**src/hw/fault_flags_cfg.svh**
```systemverilog
// Overview of operation
// RL1: Read-only 16-bit fault word at 0x00/0x01
// RL2: Low-voltage bit follows supply in self-clearing variant
// RL3: Latching variant holds until reset or clear
// RL4: Measurement timeout sets high bit 1
// RL5: Successful measurement clears timeout and abnormal flags
// RL6: Later variant flags bad samples plus self-diagnostic
// RL7: Invalid scaling factor sets high bit 7
// RL8: Scale flag clears after valid write then reset
// RL9: Unknown register access sets low bit 1
// RL10: Internal failure sets low bit 4
// RL11: Front-end, parameter, calibration, range failures flagged
// RL12: Reserved high bits 3..6 read zero
`ifndef FAULT_FLAGS_CFG_SVH
`define FAULT_FLAGS_CFG_SVH

`define FF_TARGET_ADDR   7'h68
`define FF_REG_HIGH      8'h00
`define FF_REG_LOW       8'h01
`define FF_RSVD_HIGH     4'h0
`define FF_RSVD_LOW      2'h0
`define FF_BIT_LAST      3'h7
`define FF_NUM_FLAGS     10
`define FF_RD_DIR        1'b1

// Flag vector indices
`define FV_LOWV          0
`define FV_TMO           1
`define FV_ABN           2
`define FV_SCALE         3
`define FV_AFE           4
`define FV_I2C           5
`define FV_ALGO          6
`define FV_CAL           7
`define FV_DIAG          8
`define FV_RANGE         9

`endif

```
**src/hw/fault_flags_pkg.sv**
```systemverilog
package fault_flags_pkg;
  typedef enum logic [2:0] {
    ST_IDLE    = 3'b000,
    ST_ADDR    = 3'b001,
    ST_ADDR_AK = 3'b010,
    ST_WR_BYTE = 3'b011,
    ST_WR_AK   = 3'b100,
    ST_RD_BYTE = 3'b101,
    ST_RD_AK   = 3'b110
  } tgt_state_t;
endpackage : fault_flags_pkg

```
**src/hw/pin_sync.sv**
```systemverilog
`timescale 1ns/10ps
`default_nettype none
module pin_sync #(
  parameter int WIDTH = 2
) (
  input  wire logic             clk,
  input  wire logic             rst_n,
  input  wire logic [WIDTH-1:0] d,
  output logic      [WIDTH-1:0] q
);
  // First stage is read by the second stage only
  logic [WIDTH-1:0] meta_reg;

  always_ff @(posedge clk) begin
    if (!rst_n) begin
      meta_reg <= '1;
      q        <= '1;
    end else begin
      meta_reg <= d;
      q        <= meta_reg;
    end
  end
endmodule : pin_sync
`default_nettype wire

```
**src/hw/flag_cell.sv**
```systemverilog
`timescale 1ns/10ps
`default_nettype none
module flag_cell #(
  parameter int WIDTH = 1
) (
  input  wire logic             clk,
  input  wire logic             rst_n,
  input  wire logic [WIDTH-1:0] set,
  input  wire logic [WIDTH-1:0] clr,
  output logic      [WIDTH-1:0] q
);
  // Set wins over clear so an event in the clearing cycle is kept
  always_ff @(posedge clk) begin
    if (!rst_n) begin
      q <= '0;
    end else begin
      q <= set | (q & ~clr);
    end
  end
endmodule : flag_cell
`default_nettype wire

```
**src/hw/sensor_error_status_flags.sv**
```systemverilog
`timescale 1ns/10ps
`default_nettype none
`include "fault_flags_cfg.svh"
module sensor_error_status_flags
  import fault_flags_pkg::*;
(
  input  wire logic       SYS_CLK,
  input  wire logic       RST_B,
  input  wire logic       SCL_IN,
  input  wire logic       SDA_IN,
  output logic            SDA_OUT,
  output logic            SDA_OE,
  output logic [7:0]      REG_ADDR,
  input  wire logic       REG_ADDR_KNOWN,
  input  wire logic [7:0] REG_RDATA,
  output logic            REG_WR_STB,
  output logic [7:0]      REG_WDATA,
  input  wire logic       LATCH_VARIANT,
  input  wire logic       EXT_DIAG_VARIANT,
  input  wire logic       SCALE_CHECK_EN,
  input  wire logic       LOW_VOLT_DET,
  input  wire logic       MEAS_TIMEOUT,
  input  wire logic       MEAS_DONE_OK,
  input  wire logic       BAD_SAMPLE,
  input  wire logic       SCALE_INVALID,
  input  wire logic       SCALE_WRITE_OK,
  input  wire logic       DEVICE_RESET_CMD,
  input  wire logic       FAULT_CLEAR_WR,
  input  wire logic       AFE_INIT_FAIL,
  input  wire logic       PARAM_CORRUPT,
  input  wire logic       CAL_FAIL,
  input  wire logic       RANGE_ERR,
  input  wire logic       SELF_DIAG_FAIL,
  output logic [15:0]     FAULT_WORD
);

  // ---------------- Pin synchronisers and bus conditions
  logic [1:0] pins_sync;
  logic       scl_prev_reg;
  logic       sda_prev_reg;

  pin_sync #(.WIDTH(2)) u_pin_sync (
    .clk   (SYS_CLK),
    .rst_n (RST_B),
    .d     ({SCL_IN, SDA_IN}),
    .q     (pins_sync)
  );
  wire scl       = pins_sync[1];
  wire sda       = pins_sync[0];
  wire scl_rise  = scl & ~scl_prev_reg;
  wire scl_fall  = ~scl & scl_prev_reg;
  wire start_det = scl & scl_prev_reg & sda_prev_reg & ~sda;
  wire stop_det  = scl & scl_prev_reg & ~sda_prev_reg & sda;
  always_ff @(posedge SYS_CLK) begin
    if (!RST_B) begin
      scl_prev_reg <= 1'b1;
      sda_prev_reg <= 1'b1;
    end else begin
      scl_prev_reg <= scl;
      sda_prev_reg <= sda;
    end
  end

  // ---------------- Target state machine
  tgt_state_t state_reg;
  logic [7:0] shift_reg;
  logic [7:0] tx_reg;
  logic [2:0] bit_cnt_reg;
  logic       got_byte_reg;
  logic       rd_dir_reg;
  logic       ptr_phase_reg;
  logic       wr_data_reg;
  logic       nack_reg;
  logic       sda_low_reg;
  logic [7:0] ptr_reg;
  logic       wr_stb_reg;
  logic [7:0] wdata_reg;
  logic       unknown_evt_reg;
  logic       ptr_chk_reg;
  logic [15:0] flag_word;

  wire own_hit   = (ptr_reg == `FF_REG_HIGH) || (ptr_reg == `FF_REG_LOW);
  wire [7:0] rd_byte = (ptr_reg == `FF_REG_HIGH) ? flag_word[15:8] :
                       (ptr_reg == `FF_REG_LOW)  ? flag_word[7:0]  : REG_RDATA;
  wire addr_match = (shift_reg[7:1] == `FF_TARGET_ADDR);
  wire byte_end   = scl_fall && got_byte_reg;
  always_ff @(posedge SYS_CLK) begin
    if (!RST_B) begin
      state_reg       <= ST_IDLE;
      shift_reg       <= 8'h00;
      tx_reg          <= 8'h00;
      bit_cnt_reg     <= 3'h0;
      got_byte_reg    <= 1'b0;
      rd_dir_reg      <= 1'b0;
      ptr_phase_reg   <= 1'b0;
      wr_data_reg     <= 1'b0;
      nack_reg        <= 1'b0;
      sda_low_reg     <= 1'b0;
      ptr_reg         <= 8'h00;
      wr_stb_reg      <= 1'b0;
      wdata_reg       <= 8'h00;
      unknown_evt_reg <= 1'b0;
      ptr_chk_reg     <= 1'b0;
    end else begin
      wr_stb_reg      <= 1'b0;
      ptr_chk_reg     <= 1'b0;
      // The outside map answers for a new pointer only once REG_ADDR shows it
      unknown_evt_reg <= ptr_chk_reg & ~(own_hit | REG_ADDR_KNOWN); // RL9
      if (start_det) begin
        state_reg     <= ST_ADDR;
        bit_cnt_reg   <= 3'h0;
        got_byte_reg  <= 1'b0;
        sda_low_reg   <= 1'b0;
      end else if (stop_det) begin
        state_reg     <= ST_IDLE;
        sda_low_reg   <= 1'b0;
      end else begin
        case (state_reg)
          ST_ADDR, ST_WR_BYTE: begin
            if (scl_rise) begin
              shift_reg   <= {shift_reg[6:0], sda};
              bit_cnt_reg <= bit_cnt_reg + 3'h1;
              if (bit_cnt_reg == `FF_BIT_LAST) begin
                got_byte_reg <= 1'b1;
              end
            end
            if (byte_end && state_reg == ST_ADDR) begin
              got_byte_reg <= 1'b0;
              if (addr_match) begin
                rd_dir_reg    <= (shift_reg[0] == `FF_RD_DIR);
                ptr_phase_reg <= (shift_reg[0] != `FF_RD_DIR);
                state_reg     <= ST_ADDR_AK;
                sda_low_reg   <= 1'b1;
              end else begin
                state_reg     <= ST_IDLE;
              end
            end else if (byte_end) begin
              got_byte_reg  <= 1'b0;
              state_reg     <= ST_WR_AK;
              sda_low_reg   <= 1'b1;
              wr_data_reg   <= ~ptr_phase_reg;
              if (ptr_phase_reg) begin
                ptr_reg         <= shift_reg;
                ptr_phase_reg   <= 1'b0;
                ptr_chk_reg     <= 1'b1; // RL9
              end else begin
                // Writes to the fault word are acknowledged but dropped
                wr_stb_reg      <= ~own_hit; // RL1
                wdata_reg       <= shift_reg;
                unknown_evt_reg <= ~(own_hit | REG_ADDR_KNOWN); // RL9
              end
            end
          end
          ST_ADDR_AK: begin
            if (scl_fall) begin
              bit_cnt_reg <= 3'h0;
              if (rd_dir_reg) begin
                tx_reg          <= rd_byte;
                sda_low_reg     <= ~rd_byte[7];
                ptr_reg         <= ptr_reg + 8'h01;
                unknown_evt_reg <= ~(own_hit | REG_ADDR_KNOWN); // RL9
                state_reg       <= ST_RD_BYTE;
              end else begin
                sda_low_reg     <= 1'b0;
                state_reg       <= ST_WR_BYTE;
              end
            end
          end
          ST_WR_AK: begin
            if (scl_fall) begin
              sda_low_reg <= 1'b0;
              bit_cnt_reg <= 3'h0;
              state_reg   <= ST_WR_BYTE;
              if (wr_data_reg) begin
                ptr_reg <= ptr_reg + 8'h01;
              end
            end
          end
          ST_RD_BYTE: begin
            if (scl_fall) begin
              bit_cnt_reg <= bit_cnt_reg + 3'h1;
              tx_reg      <= {tx_reg[6:0], 1'b0};
              if (bit_cnt_reg == `FF_BIT_LAST) begin
                sda_low_reg <= 1'b0;
                state_reg   <= ST_RD_AK;
              end else begin
                sda_low_reg <= ~tx_reg[6];
              end
            end
          end
          ST_RD_AK: begin
            if (scl_rise) begin
              nack_reg <= sda;
            end
            // Controller NACK ends the read; a bare STOP also does
            if (scl_fall) begin
              bit_cnt_reg <= 3'h0;
              if (nack_reg) begin
                state_reg <= ST_IDLE;
              end else begin
                tx_reg          <= rd_byte;
                sda_low_reg     <= ~rd_byte[7];
                ptr_reg         <= ptr_reg + 8'h01;
                unknown_evt_reg <= ~(own_hit | REG_ADDR_KNOWN); // RL9
                state_reg       <= ST_RD_BYTE;
              end
            end
          end
          default: begin
            state_reg   <= ST_IDLE;
            sda_low_reg <= 1'b0;
          end
        endcase
      end
    end
  end
  assign SDA_OUT    = 1'b0;
  assign SDA_OE     = sda_low_reg;
  assign REG_ADDR   = ptr_reg;
  assign REG_WR_STB = wr_stb_reg;
  assign REG_WDATA  = wdata_reg;

  // ---------------- Fault flags
  logic       scale_ok_pend_reg;
  logic [`FF_NUM_FLAGS-1:0] flag_set;
  logic [`FF_NUM_FLAGS-1:0] flag_clr;
  logic [`FF_NUM_FLAGS-1:0] flags;

  wire clr_evt     = DEVICE_RESET_CMD | FAULT_CLEAR_WR; // RL3
  wire ext_tmo     = EXT_DIAG_VARIANT & MEAS_TIMEOUT;
  wire ext_bad     = EXT_DIAG_VARIANT & BAD_SAMPLE; // RL6
  // Needs both a validated factor and a later reset; one alone is not enough
  wire scale_clear = DEVICE_RESET_CMD & scale_ok_pend_reg; // RL8

  always_ff @(posedge SYS_CLK) begin
    if (!RST_B) begin
      scale_ok_pend_reg <= 1'b0;
    end else if (DEVICE_RESET_CMD) begin
      scale_ok_pend_reg <= 1'b0;
    end else if (SCALE_WRITE_OK) begin
      scale_ok_pend_reg <= 1'b1; // RL8
    end
  end

  assign flag_set[`FV_LOWV]  = LOW_VOLT_DET; // RL2
  assign flag_clr[`FV_LOWV]  = LATCH_VARIANT ? clr_evt : ~LOW_VOLT_DET; // RL2 RL3
  assign flag_set[`FV_TMO]   = MEAS_TIMEOUT; // RL4
  assign flag_clr[`FV_TMO]   = MEAS_DONE_OK; // RL5
  assign flag_set[`FV_ABN]   = ext_bad; // RL6
  assign flag_clr[`FV_ABN]   = MEAS_DONE_OK; // RL5
  assign flag_set[`FV_SCALE] = SCALE_CHECK_EN & SCALE_INVALID; // RL7
  assign flag_clr[`FV_SCALE] = scale_clear; // RL8
  assign flag_set[`FV_AFE]   = AFE_INIT_FAIL; // RL11
  assign flag_clr[`FV_AFE]   = clr_evt;
  assign flag_set[`FV_I2C]   = unknown_evt_reg; // RL9
  assign flag_clr[`FV_I2C]   = clr_evt;
  assign flag_set[`FV_ALGO]  = PARAM_CORRUPT; // RL11
  assign flag_clr[`FV_ALGO]  = clr_evt;
  assign flag_set[`FV_CAL]   = CAL_FAIL; // RL11
  assign flag_clr[`FV_CAL]   = clr_evt;
  assign flag_set[`FV_DIAG]  = SELF_DIAG_FAIL | ext_bad | ext_tmo; // RL10 RL6
  assign flag_clr[`FV_DIAG]  = clr_evt;
  assign flag_set[`FV_RANGE] = RANGE_ERR; // RL11
  assign flag_clr[`FV_RANGE] = clr_evt;

  flag_cell #(.WIDTH(`FF_NUM_FLAGS)) u_flags (
    .clk   (SYS_CLK),
    .rst_n (RST_B),
    .set   (flag_set),
    .clr   (flag_clr),
    .q     (flags)
  );

  assign flag_word = {flags[`FV_SCALE], `FF_RSVD_HIGH, flags[`FV_ABN], // RL12
                      flags[`FV_TMO], flags[`FV_LOWV],
                      `FF_RSVD_LOW, flags[`FV_RANGE], flags[`FV_DIAG],
                      flags[`FV_CAL], flags[`FV_ALGO], flags[`FV_I2C],
                      flags[`FV_AFE]};
  assign FAULT_WORD = flag_word; // RL1

  // ---------------- Assertions
  property p_lowv_follow;
    @(posedge SYS_CLK) disable iff (!RST_B)
      !LATCH_VARIANT && $changed(LOW_VOLT_DET) |=> FAULT_WORD[8] == $past(LOW_VOLT_DET);
  endproperty
  a_lowv_follow: assert property (p_lowv_follow) else $error("low-voltage bit not following"); // RL2
  property p_lowv_latch;
    @(posedge SYS_CLK) disable iff (!RST_B)
      LATCH_VARIANT && FAULT_WORD[8] && !clr_evt |=> FAULT_WORD[8];
  endproperty
  a_lowv_latch: assert property (p_lowv_latch) else $error("latched low-voltage bit lost"); // RL3
  property p_tmo_set;
    @(posedge SYS_CLK) disable iff (!RST_B)
      MEAS_TIMEOUT |=> FAULT_WORD[9];
  endproperty
  a_tmo_set: assert property (p_tmo_set) else $error("timeout bit not set"); // RL4
  property p_done_clear;
    @(posedge SYS_CLK) disable iff (!RST_B)
      MEAS_DONE_OK && !MEAS_TIMEOUT && !BAD_SAMPLE |=> !FAULT_WORD[9] && !FAULT_WORD[10];
  endproperty
  a_done_clear: assert property (p_done_clear) else $error("measurement flags not cleared"); // RL5
  property p_diag_pair;
    @(posedge SYS_CLK) disable iff (!RST_B)
      EXT_DIAG_VARIANT && (BAD_SAMPLE || MEAS_TIMEOUT) |=> FAULT_WORD[4] && (FAULT_WORD[9] || FAULT_WORD[10]);
  endproperty
  a_diag_pair: assert property (p_diag_pair) else $error("self-diagnostic bit missing"); // RL6
  property p_scale_hold;
    @(posedge SYS_CLK) disable iff (!RST_B)
      FAULT_WORD[15] && !(DEVICE_RESET_CMD && scale_ok_pend_reg) |=> FAULT_WORD[15];
  endproperty
  a_scale_hold: assert property (p_scale_hold) else $error("scale bit cleared early"); // RL8
  property p_scale_set;
    @(posedge SYS_CLK) disable iff (!RST_B)
      SCALE_CHECK_EN && SCALE_INVALID |=> FAULT_WORD[15];
  endproperty
  a_scale_set: assert property (p_scale_set) else $error("scale bit not set"); // RL7
  property p_i2c_err;
    @(posedge SYS_CLK) disable iff (!RST_B)
      unknown_evt_reg ##1 !clr_evt |-> FAULT_WORD[1] ##1 FAULT_WORD[1];
  endproperty
  a_i2c_err: assert property (p_i2c_err) else $error("bus error bit not held"); // RL9
  property p_reserved;
    @(posedge SYS_CLK) disable iff (!RST_B)
      FAULT_WORD[14:11] == `FF_RSVD_HIGH;
  endproperty
  a_reserved: assert property (p_reserved) else $error("reserved bits nonzero"); // RL12
  property p_ro_word;
    @(posedge SYS_CLK) disable iff (!RST_B)
      REG_WR_STB |-> REG_ADDR != `FF_REG_HIGH && REG_ADDR != `FF_REG_LOW;
  endproperty
  a_ro_word: assert property (p_ro_word) else $error("write strobe on fault word"); // RL1
  property p_diag_fail;
    @(posedge SYS_CLK) disable iff (!RST_B)
      SELF_DIAG_FAIL |=> FAULT_WORD[4];
  endproperty
  a_diag_fail: assert property (p_diag_fail) else $error("internal failure bit not set"); // RL10
endmodule : sensor_error_status_flags
`default_nettype wire

```
**config.mk**
```make
export PLATFORM = sky130hd
export DESIGN_NAME = sensor_error_status_flags
export DESIGN_NICKNAME = d
export VERILOG_FILES = /design/src/hw/fault_flags_pkg.sv /design/src/hw/pin_sync.sv /design/src/hw/flag_cell.sv /design/src/hw/sensor_error_status_flags.sv
export VERILOG_INCLUDE_DIRS = /design/src /design/src/hw
export SDC_FILE = /design/constraint.sdc
export NUM_CORES = 1
export LEC_CHECK = 0
export ABC_AREA = 1
export BUFFER_PORTS_ARGS = -buffer_cell sky130_fd_sc_hd__buf_4
export CAP_MARGIN = 20
export CORE_UTILIZATION = 40
export CTS_BUF_LIST = sky130_fd_sc_hd__clkbuf_16
export CTS_CLUSTER_DIAMETER = 60
export DETAILED_ROUTE_END_ITERATION = 10
export GPL_TIMING_DRIVEN = 0
export PLACE_DENSITY = 0.63
export SLEW_MARGIN = 25
export SYNTH_ARGS = -nofsm -noshare
export SYNTH_HDL_FRONTEND = slang
export SYNTH_SLANG_ARGS = --single-unit
```
**constraint.sdc**
```tcl
create_clock -name SYS_CLK -period 1.56 [get_ports SYS_CLK]
set_clock_uncertainty 0.05 [all_clocks]
set_input_delay 0.156 -clock SYS_CLK [delete_from_list [all_inputs] [get_ports SYS_CLK]]
set_output_delay 0.156 -clock SYS_CLK [all_outputs]
set_load 0.1 [all_outputs]
```
==> results of run 1 <==
==> kinds of logic after synthesis <==
logic type,Yosys count,share of synthesized area (%)
other cells,1,0.119
xor+xnor,1,0.279
compound gates,92,15.0
fa+ha+maj,5,1.99
simple gates,242,32.3
flops,63,40.1
buf+inv,74,10.1
==> worst max-delay path, cell delays in order (launching register included) <==
cell                      delay, ns
sky130_fd_sc_hd__dfxtp_4       0.39
sky130_fd_sc_hd__nand2_1       0.10
sky130_fd_sc_hd__nor3_4        0.25
sky130_fd_sc_hd__inv_1         0.10
sky130_fd_sc_hd__nand2_2       0.10
sky130_fd_sc_hd__nor2_4        0.08
sky130_fd_sc_hd__nand3_4       0.10
sky130_fd_sc_hd__buf_6         0.13
sky130_fd_sc_hd__nand2_1       0.06
sky130_fd_sc_hd__a21oi_1       0.17
==> final cells by class <==
| cell class | instances | area [um^2] | share of cell area (%) |
|---|---|---|---|
| inverters | 56 | 240 | 4.95 |
| plain buffers | 18 | 136 | 2.81 |
| multi-input cells | 347 | 2000 | 41.2 |
| repair buffers | 99 | 786 | 16.2 |
| clock inverters | 7 | 40.0 | 0.825 |
| well taps | 99 | 124 | 2.55 |
| flip-flops and latches | 63 | 1300 | 26.8 |
| clock buffers | 9 | 225 | 4.64 |
==> cell usage after synthesis (all sizes together) <==
| cell | n | area share [%] |
|---|---|---|
| a211oi | 1 | 0.24 |
| a21oi | 37 | 5.9 |
| a311oi | 1 | 0.28 |
| a31oi | 2 | 0.40 |
| buf | 12 | 2.7 |
| clkbuf | 6 | 0.72 |
| conb | 1 | 0.12 |
| dfxtp | 63 | 40 |
| ha | 5 | 2.0 |
| inv | 56 | 6.7 |
| nand2 | 108 | 13 |
| nand3 | 26 | 4.3 |
| nand3b | 1 | 0.24 |
| nand4 | 3 | 0.60 |
| nor2 | 88 | 11 |
| nor3 | 9 | 1.6 |
| nor4 | 1 | 0.20 |
| o21ai | 51 | 8.2 |
| or2 | 6 | 1.2 |
| xor2 | 1 | 0.28 |
==> final timing paths <==
check | start | end | depth (start not counted)
max reg2reg | u_pin_sync.q[1]$_SDFF_PN1_ | REG_ADDR[7]$_SDFFE_PN0P_ | 9
min reg2reg | u_pin_sync.meta_reg[0]$_SDFF_PN1_ | u_pin_sync.q[0]$_SDFF_PN1_ | 1
max | u_pin_sync.q[1]$_SDFF_PN1_ | REG_ADDR[7]$_SDFFE_PN0P_ | 9
min | SELF_DIAG_FAIL | u_flags.q[8]$_SDFF_PN0_ | 3
==> layer usage <==
metal	wire length (um)	vias to the layer above	GRT usage, %
met3	437	18	5.05
met4	212	0	8.20
met1	4320	1631	29.0
li1	-	1751	-
met5	0	-	0
met2	4650	91	38.3
==> per-stage QoR <==
step | TNS [ns] | power (uW)
2_1_floorplan | -0.00366 | 4830
3_3_place_gp | -5.58 | 5500
3_5_place_dp | -6.39 | 5550
4_1_cts | -0.00546 | 7580
5_1_grt | -1.06 | 8800
6_report | -0.0389 | 8290
==> power by group <==
group          switching (uW)  leakage, uW  internal (uW)
logic                    2840      0.00165           1490
registers                 270     0.000520           1880
clock network             752     0.000135           1060
total                    3860      0.00230           4430
==> repair_timing <==
action | 4_1_cts | 5_1_grt
cloned | 0 | 2
endpoints found under the setup margin | 43 | 36
pin swaps | 8 | 40
gates resized for setup | 43 | 113
setup buffers | 9 | 22
hold buffers | 10 | 0
endpoints found under the hold margin | 10 | 0
==> results.tsv, run 1 <==
metric	value	unit
final hold slack	0.0198	ns
Root Driver	sky130_fd_sc_hd__clkbuf_16	
worst path required time	1.75	ns
fraction of final layout cells sized beyond drive strength 1	39.2	%
H-Tree Depth	3	
count of TritonRoute iterations in the first routing pass	4	
failing checks	setup timing	
Layout fillers	664	
Worst Hold Class	in2reg	
CP Data Arrival Time	1.79	ns
number of remaining DRC errors	0	
kind of end point of the critical path	register	
I/O pins	64	
area growth from synthesis to final layout	54.5	%
Antenna Violating Nets Remaining	0	
Synth warnings	0	
pin count of the biggest net entering global routing	13	
Synth cell types	29	
chip height	90.6	um
count of endpoints failing hold in the final timing report	0	
WS Path Type	reg2reg	
cell area after layout	4860	um^2
area after detailed placement	3770	um^2
weighted congestion reported at the end of routability-driven placement	0.896	
Starting DRT DRC Count	194	
first-pass GRT wire length	14.9	mm
Chip Width	90.6	um
number of port buffers	56	
Routed WL per cell	13.8	um
final HPWL from detailed placement	6.35	mm
initial antenna violation count	0	
number of buffers added by the clock tree synthesis step	9	
Final min period	1.60	ns
number of nets in the layout	628	
Highest Clock Rate	0.625	GHz
most frequent standard cell in the layout excluding fill and tap cells	sky130_fd_sc_hd__buf_4	
number of antenna cells inserted	0	
period utilization	102	%
outcome	finished with violations	
LEAKAGE	0.00230	uW
buffers from clock root to sink, at most	2	
flop and latch count out of synthesis	63	
register with the highest flop count	u_flags.q	
final worst setup slack	-0.0389	ns
measured slew at the worst slew-check pin	0.690	ns
GRT Residual Overflow	0	
setup repair after global routing missed its margin	yes	
clock latency on the worst-skew pair	0.34	ns
CTS tree	built	
clock-pin slew of the registers on the worst-case setup and hold paths	0.05	ns
Slew Limit Fails	0	
share of the yosys chip area belonging to registers	40.1	%
Netlist Area Pre-Place	3140	um^2
top fanout value on the critical path	5	
post-synthesis cell count	478	
max-cap viol count	0	
area of the placeable core	7410	um^2
areal power density over the cells	1710	nW/um^2
Max rail drop VDD	0.751	mV
effective utilization at floorplan	42.4	%
startpoint kind of the worst setup timing path	register	
Final setup viols	1	
placed insts	639	
via count of the first global-routing pass	3159	
final non-filler cell total	698	
total vias in the final route	3491	
average footprint of a synthesized cell	6.58	um^2
pre-CTS setup slack	-0.269	ns
Die Outline Area	8220	um^2
Tot GR Track Use	23.0	%
number of placement rows	31	
share of the core filled with cells in the final layout	65.5	%
routed wire length	9.62	mm
slew margin rel.	54.0	%
commonest cells after routing, fill and taps aside	93 x sky130_fd_sc_hd__buf_4, 81 x sky130_fd_sc_hd__nand2_1, 57 x sky130_fd_sc_hd__nor2_1	
Largest register FFs	10	
vias per std cell	5.00	
clock sink total	63	
FF-to-FF setup slack	-0.04	ns
(Power assumes the default switching activity.)
==> inputs of run 2 (changes only) <==
--- a/config.mk
+++ b/config.mk
@@ -9,12 +9,13 @@
 export ABC_AREA = 1
 export BUFFER_PORTS_ARGS = -buffer_cell sky130_fd_sc_hd__buf_4
 export CAP_MARGIN = 20
-export CORE_UTILIZATION = 40
+export CORE_UTILIZATION = 49
 export CTS_BUF_LIST = sky130_fd_sc_hd__clkbuf_16
 export CTS_CLUSTER_DIAMETER = 60
 export DETAILED_ROUTE_END_ITERATION = 10
 export GPL_TIMING_DRIVEN = 0
-export PLACE_DENSITY = 0.63
+export PLACE_DENSITY = 0.74
+export SKIP_LAST_GASP = 1
 export SLEW_MARGIN = 25
 export SYNTH_ARGS = -nofsm -noshare
 export SYNTH_HDL_FRONTEND = slang
==> run 2 against run 1 <==
The run still ends with setup timing left. Critical endpoint is now state_reg[0]$_SDFFE_PN0P_. Setup slack worse by 0.045 ns. Combinational power rose by 5.1%. Hold slack better by 0.0038 ns. Critical path depth is 1 higher. Utilization up 14 points.
==> results.tsv, run 2 (synthesized netlist as in run 1, its figures left out) <==
metric	value	unit	change
first-pass GRT wire length	14.4	mm	-3.3%
GRT Residual Overflow	0		unchanged
Highest Clock Rate	0.608	GHz	-2.7%
pre-CTS setup slack	-0.317	ns	-0.0477 ns
first element of the critical path	scl_prev_reg$_SDFF_PN1_		
count of TritonRoute iterations in the first routing pass	5		+1
worst path required time	1.73	ns	-0.02 ns
Starting DRT DRC Count	189		-2.6%
Switching Power	3980	uW	+3.1%
area occupied by multi-input gates	2000	um^2	-0.19%
area growth from synthesis to final layout	53.7	%	
crit-path leading delay family	simple AND/OR/NAND/NOR gates		
sequential cell area	1310	um^2	+0.19%
part of the power in registers	25.4	%	-0.5 points
max-cap viol count	0		unchanged
initial antenna violation count	0		unchanged
CTS tree	built		
I/O pins	64		unchanged
count of endpoints failing hold in the final timing report	0		unchanged
number of buffers added by the clock tree synthesis step	9		unchanged
Antenna Violating Nets Remaining	0		unchanged
setup repair after global routing missed its margin	yes		
clock sink total	63		unchanged
Layout fillers	438		-34%
final HPWL from detailed placement	6.28	mm	-0.99%
share of the core filled with cells in the final layout	79.7	%	+14 points
number of port buffers	56		unchanged
register with the highest flop count	u_flags.q		
startpoint kind of the worst setup timing path	register		
commonest cells after routing, fill and taps aside	92 x sky130_fd_sc_hd__buf_4, 84 x sky130_fd_sc_hd__nand2_1, 60 x sky130_fd_sc_hd__nor2_1		
Slowest-stage cell, CP	sky130_fd_sc_hd__dfxtp_4		
Tot GR Track Use	28.8	%	+5.9 points
P_int	4590	uW	+3.6%
Largest register FFs	10		unchanged
chip height	82.1	um	-9.4%
area of the placeable core	6060	um^2	-18%
accumulated negative setup slack	-0.635	ns	-0.596 ns
via count of the first global-routing pass	3162		+0.095%
H-Tree Depth	3		unchanged
weighted congestion reported at the end of routability-driven placement	0.898		+0.16%
WS Path Type	reg2reg		
clock latency on the worst-skew pair	0.33	ns	about the same
cells traversed along the worst timing path	inv_2 > nor2_4 > nand2_2 > nand2_2 > buf_4 > nand2_4 > nor3_4 > nor2_1 > o21ai_1 > nor2_1		
buffers from clock root to sink, at most	2		unchanged
areal power density over the cells	1770	nW/um^2	+3.9%
Die Outline Area	6740	um^2	-18%
kind of end point of the critical path	register		
start point of the worst hold path	LATCH_VARIANT		
vias per std cell	5.41		+8.1%
Slew Limit Fails	0		unchanged
Root Driver	sky130_fd_sc_hd__clkbuf_16		
number of placement rows	28		-9.7%
number of nets in the layout	628		unchanged
routed wire length	10.1	mm	+5.3%
R2R Path Start	scl_prev_reg$_SDFF_PN1_		
power share of the clock group	21.5	%	-0.4 points
pin count of the biggest net entering global routing	11		-2
LEAKAGE	0.00231	uW	+0.36%
failing checks	setup timing		
outcome	finished with violations		
Final min period	1.64	ns	+0.0448 ns
most frequent standard cell in the layout excluding fill and tap cells	sky130_fd_sc_hd__buf_4		
Largest stage delay, worst path	0.40	ns	about the same
Final setup viols	17		+16
measured slew at the worst slew-check pin	0.657	ns	-0.0337 ns
slew margin rel.	56.2	%	+2.2 points
Worst Hold Class	in2reg		
fraction of final layout cells sized beyond drive strength 1	36.6	%	-2.7 points
top fanout value on the critical path	5		unchanged
number of remaining DRC errors	0		unchanged
relative contribution of combinational cells to total power	53.1	%	+0.9 points
number of antenna cells inserted	0		unchanged
Chip Width	82.1	um	-9.4%
final hold slack	0.0236	ns	+0.00379 ns
clock-pin slew of the registers on the worst-case setup and hold paths	0.05	ns	about the same
total vias in the final route	3643		+4.4%
final worst setup slack	-0.0837	ns	-0.0448 ns
Max rail drop VDD	1.61	mV	+110%
effective utilization at floorplan	51.9	%	+9.4 points
Routed WL per cell	15.0	um	+9.1%
critical path buffer and inverter count	2		unchanged
CP Data Arrival Time	1.81	ns	+0.02 ns
Switching Fraction	46.4	%	-0.12 points
period utilization	105	%	+2.9 points
==> run 2: cell type report <==
cell class	instances	share of cell area, %
buffer	17	2.51
clock buffer	10	5.18
clock inverter	6	0.518
inverter	56	4.87
multi-input combinational	347	41.4
sequential	63	27.0
tap	75	1.94
timing repair buffer	100	16.6
==> run 2: power groups by stage <==
stage	clock, uW	sequential [uW]	combinational, uW
after floorplan	0	2940	1890
after global placement	0	2130	3400
after detailed placement	0	2130	3440
after CTS	1860	2120	3730
after global routing	1910	2200	4850
final	1840	2180	4550
==> run 2: metal layers <==
metal	part of all wire [%]	global-route usage, %	up-vias
met5	0	0	-
met4	2.3	10.9	0
met3	5.8	5.71	26
met2	49	47.1	138
met1	43	37.4	1719
li1	-	-	1760
==> run 2: repair_timing <==
item                       4_1_cts  5_1_grt
setup buffers                   12       20
setup endpoints to repair       40       39
pin swaps                       13       30
gates resized for setup         60       83
hold buffers                    10        0
hold endpoints to repair        10        0
gates cloned                     1        1
==> run 2: through the flow <==
step | area [um^2] | instances | power (uW)
after floorplan | 3230 | 484 | 4830
after global placement | 3740 | 615 | 5520
after detailed placement | 3740 | 615 | 5580
after CTS | 4410 | 654 | 7710
after global routing | 4830 | 674 | 8970
final | 4830 | 674 | 8570
==> run 2: worst min-delay path: stages <==
cell and delay [ns]:
sky130_fd_sc_hd__buf_4 0.08, sky130_fd_sc_hd__a31oi_1 0.07, sky130_fd_sc_hd__nor2_1 0.07
==> run 2: path summary, 6_finish.rpt <==
check                          endpoint  slack, ns  cells after the start
max           state_reg[0]$_SDFFE_PN0P_      -0.08                     10
min             u_flags.q[0]$_SDFF_PN0_       0.02                      3
max reg2reg   state_reg[0]$_SDFFE_PN0P_      -0.08                     10
min reg2reg  u_pin_sync.q[0]$_SDFF_PN1_       0.36                      1
==> inputs of run 3 (changes only) <==
--- a/config.mk
+++ b/config.mk
@@ -9,12 +9,12 @@
 export ABC_AREA = 1
 export BUFFER_PORTS_ARGS = -buffer_cell sky130_fd_sc_hd__buf_4
 export CAP_MARGIN = 20
-export CORE_UTILIZATION = 49
+export CORE_UTILIZATION = 55
 export CTS_BUF_LIST = sky130_fd_sc_hd__clkbuf_16
 export CTS_CLUSTER_DIAMETER = 60
 export DETAILED_ROUTE_END_ITERATION = 10
 export GPL_TIMING_DRIVEN = 0
-export PLACE_DENSITY = 0.74
+export PLACE_DENSITY = 0.79
 export SKIP_LAST_GASP = 1
 export SLEW_MARGIN = 25
 export SYNTH_ARGS = -nofsm -noshare
==> constraint.sdc (replaced) <==
create_clock -name SYS_CLK -period 1.85 [get_ports SYS_CLK]
set_clock_uncertainty 0.05 [all_clocks]
set_input_delay 0.185 -clock SYS_CLK [delete_from_list [all_inputs] [get_ports SYS_CLK]]
set_output_delay 0.185 -clock SYS_CLK [all_outputs]
set_load 0.1 [all_outputs]
==> run 3 against run 2 <==
The flow finishes with violations (DRC). Largest power group unchanged. Global-route usage rose by 1.7 points. Clock-buffer cell count stayed put. Setup slack gained 0.17 ns. Non-clock buffer count decreased by 36. Sequential power down 20%. Clock power up 4%. Register-to-register slack gained 0.17 ns. Combinational power decreased by 36%. Utilization shrank 4.2 points. First-iteration DRC count rose by 55%.
==> results.tsv, run 3 (synthesized netlist as in run 1, its figures left out) <==
metric	value	unit	change
total vias in the final route	3390		-6.9%
startpoint kind of the worst setup timing path	register		
period utilization	95.1	%	-10 points
pin count of the biggest net entering global routing	13		+2
failing checks	DRC		
weighted congestion reported at the end of routability-driven placement	0.887		-1.2%
measured slew at the worst slew-check pin	0.566	ns	-0.0910 ns
Slew Limit Fails	0		unchanged
number of antenna cells inserted	0		unchanged
number of placement rows	27		-3.6%
start point of the worst hold path	SDA_IN		
buffers from clock root to sink, at most	2		unchanged
top fanout value on the critical path	10		+5
Die Outline Area	6020	um^2	-11%
first-pass GRT wire length	14.4	mm	about the same
most frequent standard cell in the layout excluding fill and tap cells	sky130_fd_sc_hd__nand2_1		
Final min period	1.76	ns	+0.115 ns
effective utilization at floorplan	57.1	%	+5.2 points
number of port buffers	56		unchanged
number of buffers added by the clock tree synthesis step	9		unchanged
final non-filler cell total	635		-5.8%
H-Tree Depth	3		unchanged
LEAKAGE	0.00204	uW	-12%
via count of the first global-routing pass	3161		-0.032%
number of remaining DRC errors	2		+2
worst path required time	2.05	ns	+0.32 ns
GRT Residual Overflow	0		unchanged
final hold slack	0.00335	ns	-0.0202 ns
count of endpoints failing hold in the final timing report	0		unchanged
accumulated negative setup slack	0	ns	+0.635 ns
CP Data Arrival Time	1.96	ns	+0.15 ns
slew margin rel.	62.3	%	+6.1 points
Max rail drop VDD	0.948	mV	-41%
Worst Hold Class	in2reg		
max-cap viol count	0		unchanged
kind of end point of the critical path	register		
areal power density over the cells	1570	nW/um^2	-11%
routed wire length	8.83	mm	-13%
area growth from synthesis to final layout	32.4	%	
R2R Path Start	state_reg[1]$_SDFFE_PP0P_		
worst reg2reg endpoint	REG_ADDR[7]$_SDFFE_PN0P_		
count of TritonRoute iterations in the first routing pass	8		+3
WS Path Type	reg2reg		
clock latency on the worst-skew pair	0.33	ns	about the same
placed insts	612		-0.49%
Final setup viols	0		-17
register with the highest flop count	u_flags.q		
clock-pin slew of the registers on the worst-case setup and hold paths	0.06	ns	about the same
number of cells traversed by the worst hold path	2		-1
initial antenna violation count	0		unchanged
final HPWL from detailed placement	6.12	mm	-2.6%
FF-to-FF setup slack	0.09	ns	+0.17 ns
CTS tree	built		
Reg2Reg Depth	10		unchanged
Highest Clock Rate	0.568	GHz	-6.6%
chip height	77.6	um	-5.5%
clock sink total	63		unchanged
Antenna Violating Nets Remaining	0		unchanged
commonest cells after routing, fill and taps aside	102 x sky130_fd_sc_hd__nand2_1, 74 x sky130_fd_sc_hd__nor2_1, 70 x sky130_fd_sc_hd__buf_4		
area of the placeable core	5510	um^2	-9.1%
Chip Width	77.6	um	-5.5%
Tot GR Track Use	30.6	%	+1.7 points
outcome	finished with violations		
Starting DRT DRC Count	293		+55%
I/O pins	64		unchanged
number of nets in the layout	592		-5.7%
Routed WL per cell	13.9	um	-7.6%
vias per std cell	5.34		-1.2%
Root Driver	sky130_fd_sc_hd__clkbuf_16		
Largest register FFs	10		unchanged
fraction of final layout cells sized beyond drive strength 1	23.8	%	-13 points
Hold Crit Endpoint	u_pin_sync.meta_reg[0]$_SDFF_PN1_		
run 3: changes by cell type in the layout (fill, tap and decap cells not counted), sizes merged:
cell	delta
buf	-29
bufinv	+2
clkinv	-1
dlygate4sd3	-7
inv	-1
run 3: layer usage:
layer	part of all wire, %	up-vias	GRT usage [%]
met1	45	1574	37.8
met2	48	129	52.1
li1	-	1671	-
met3	5.8	16	5.29
met5	0	-	0
met4	1.9	0	12.8
run 3: cell type report:
type                       instances  area, um^2
tap                               72        90.1
multi-input combinational        347        1650
clock buffer                      10         250
inverter                          56         213
fill                             434        1350
clock inverter                     6        91.3
timing repair buffer              63         480
sequential                        63        1280
buffer                            18         110
run 3: how the worst max path moves through the flow:
stage,start,endpoint,slack [ns],depth (start not counted)
floorplan,REG_ADDR[1]$_SDFFE_PN0P_,tx_reg[4]$_SDFFE_PN0P_,0.07,9
global placement,state_reg[1]$_SDFFE_PP0P_,tx_reg[1]$_SDFFE_PN0P_,0.08,11
detailed placement,REG_ADDR[1]$_SDFFE_PN0P_,tx_reg[3]$_SDFFE_PN0P_,0.05,9
CTS,state_reg[1]$_SDFFE_PP0P_,tx_reg[2]$_SDFFE_PN0P_,0.00004,12
global route,state_reg[2]$_SDFFE_PP0P_,REG_ADDR[6]$_SDFFE_PN0P_,-0.0003,11
finish,state_reg[1]$_SDFFE_PP0P_,REG_ADDR[7]$_SDFFE_PN0P_,0.09,10
run 3: power by group:
group	switching [uW]	leakage [uW]	internal (uW)	total (uW)
combinational	2110	0.00135	775	2890
clock	644	0.000168	1270	1910
sequential	182	0.000517	1560	1740
run 3: critical path, cell delays in order, from the launching register on:
cell and delay, ns:
sky130_fd_sc_hd__dfxtp_1 0.32, sky130_fd_sc_hd__buf_4 0.18, sky130_fd_sc_hd__nand2_2 0.09, sky130_fd_sc_hd__nor2_1 0.20, sky130_fd_sc_hd__nand2_1 0.20, sky130_fd_sc_hd__nand3_1 0.12
sky130_fd_sc_hd__nor2_1 0.06, sky130_fd_sc_hd__nand3_2 0.08, sky130_fd_sc_hd__buf_4 0.17, sky130_fd_sc_hd__nand2_1 0.06, sky130_fd_sc_hd__a21oi_1 0.13
run 3: what timing repair did:
item                                    4_1_cts  5_1_grt
gates resized for setup                       0       24
hold endpoints to repair                      3        0
hold buffers                                  3        0
buffers inserted                              0        4
endpoints found under the setup margin        0       32
run 3: metrics by stage:
| step | power (uW) | cell area, um^2 | utilization [%] | worst slack, ns |
|---|---|---|---|---|
| floorplan | 3860 | 3180 | - | 0.0707 |
| global placement | 4430 | 3690 | 67.0 | 0.0821 |
| detailed placement | 4480 | 3690 | 67.0 | 0.0518 |
| CTS | 6390 | 4060 | 73.7 | 0.0000380 |
| global route | 6870 | 4160 | 75.6 | -0.000311 |
| finish | 6540 | 4160 | 75.6 | 0.0908 |
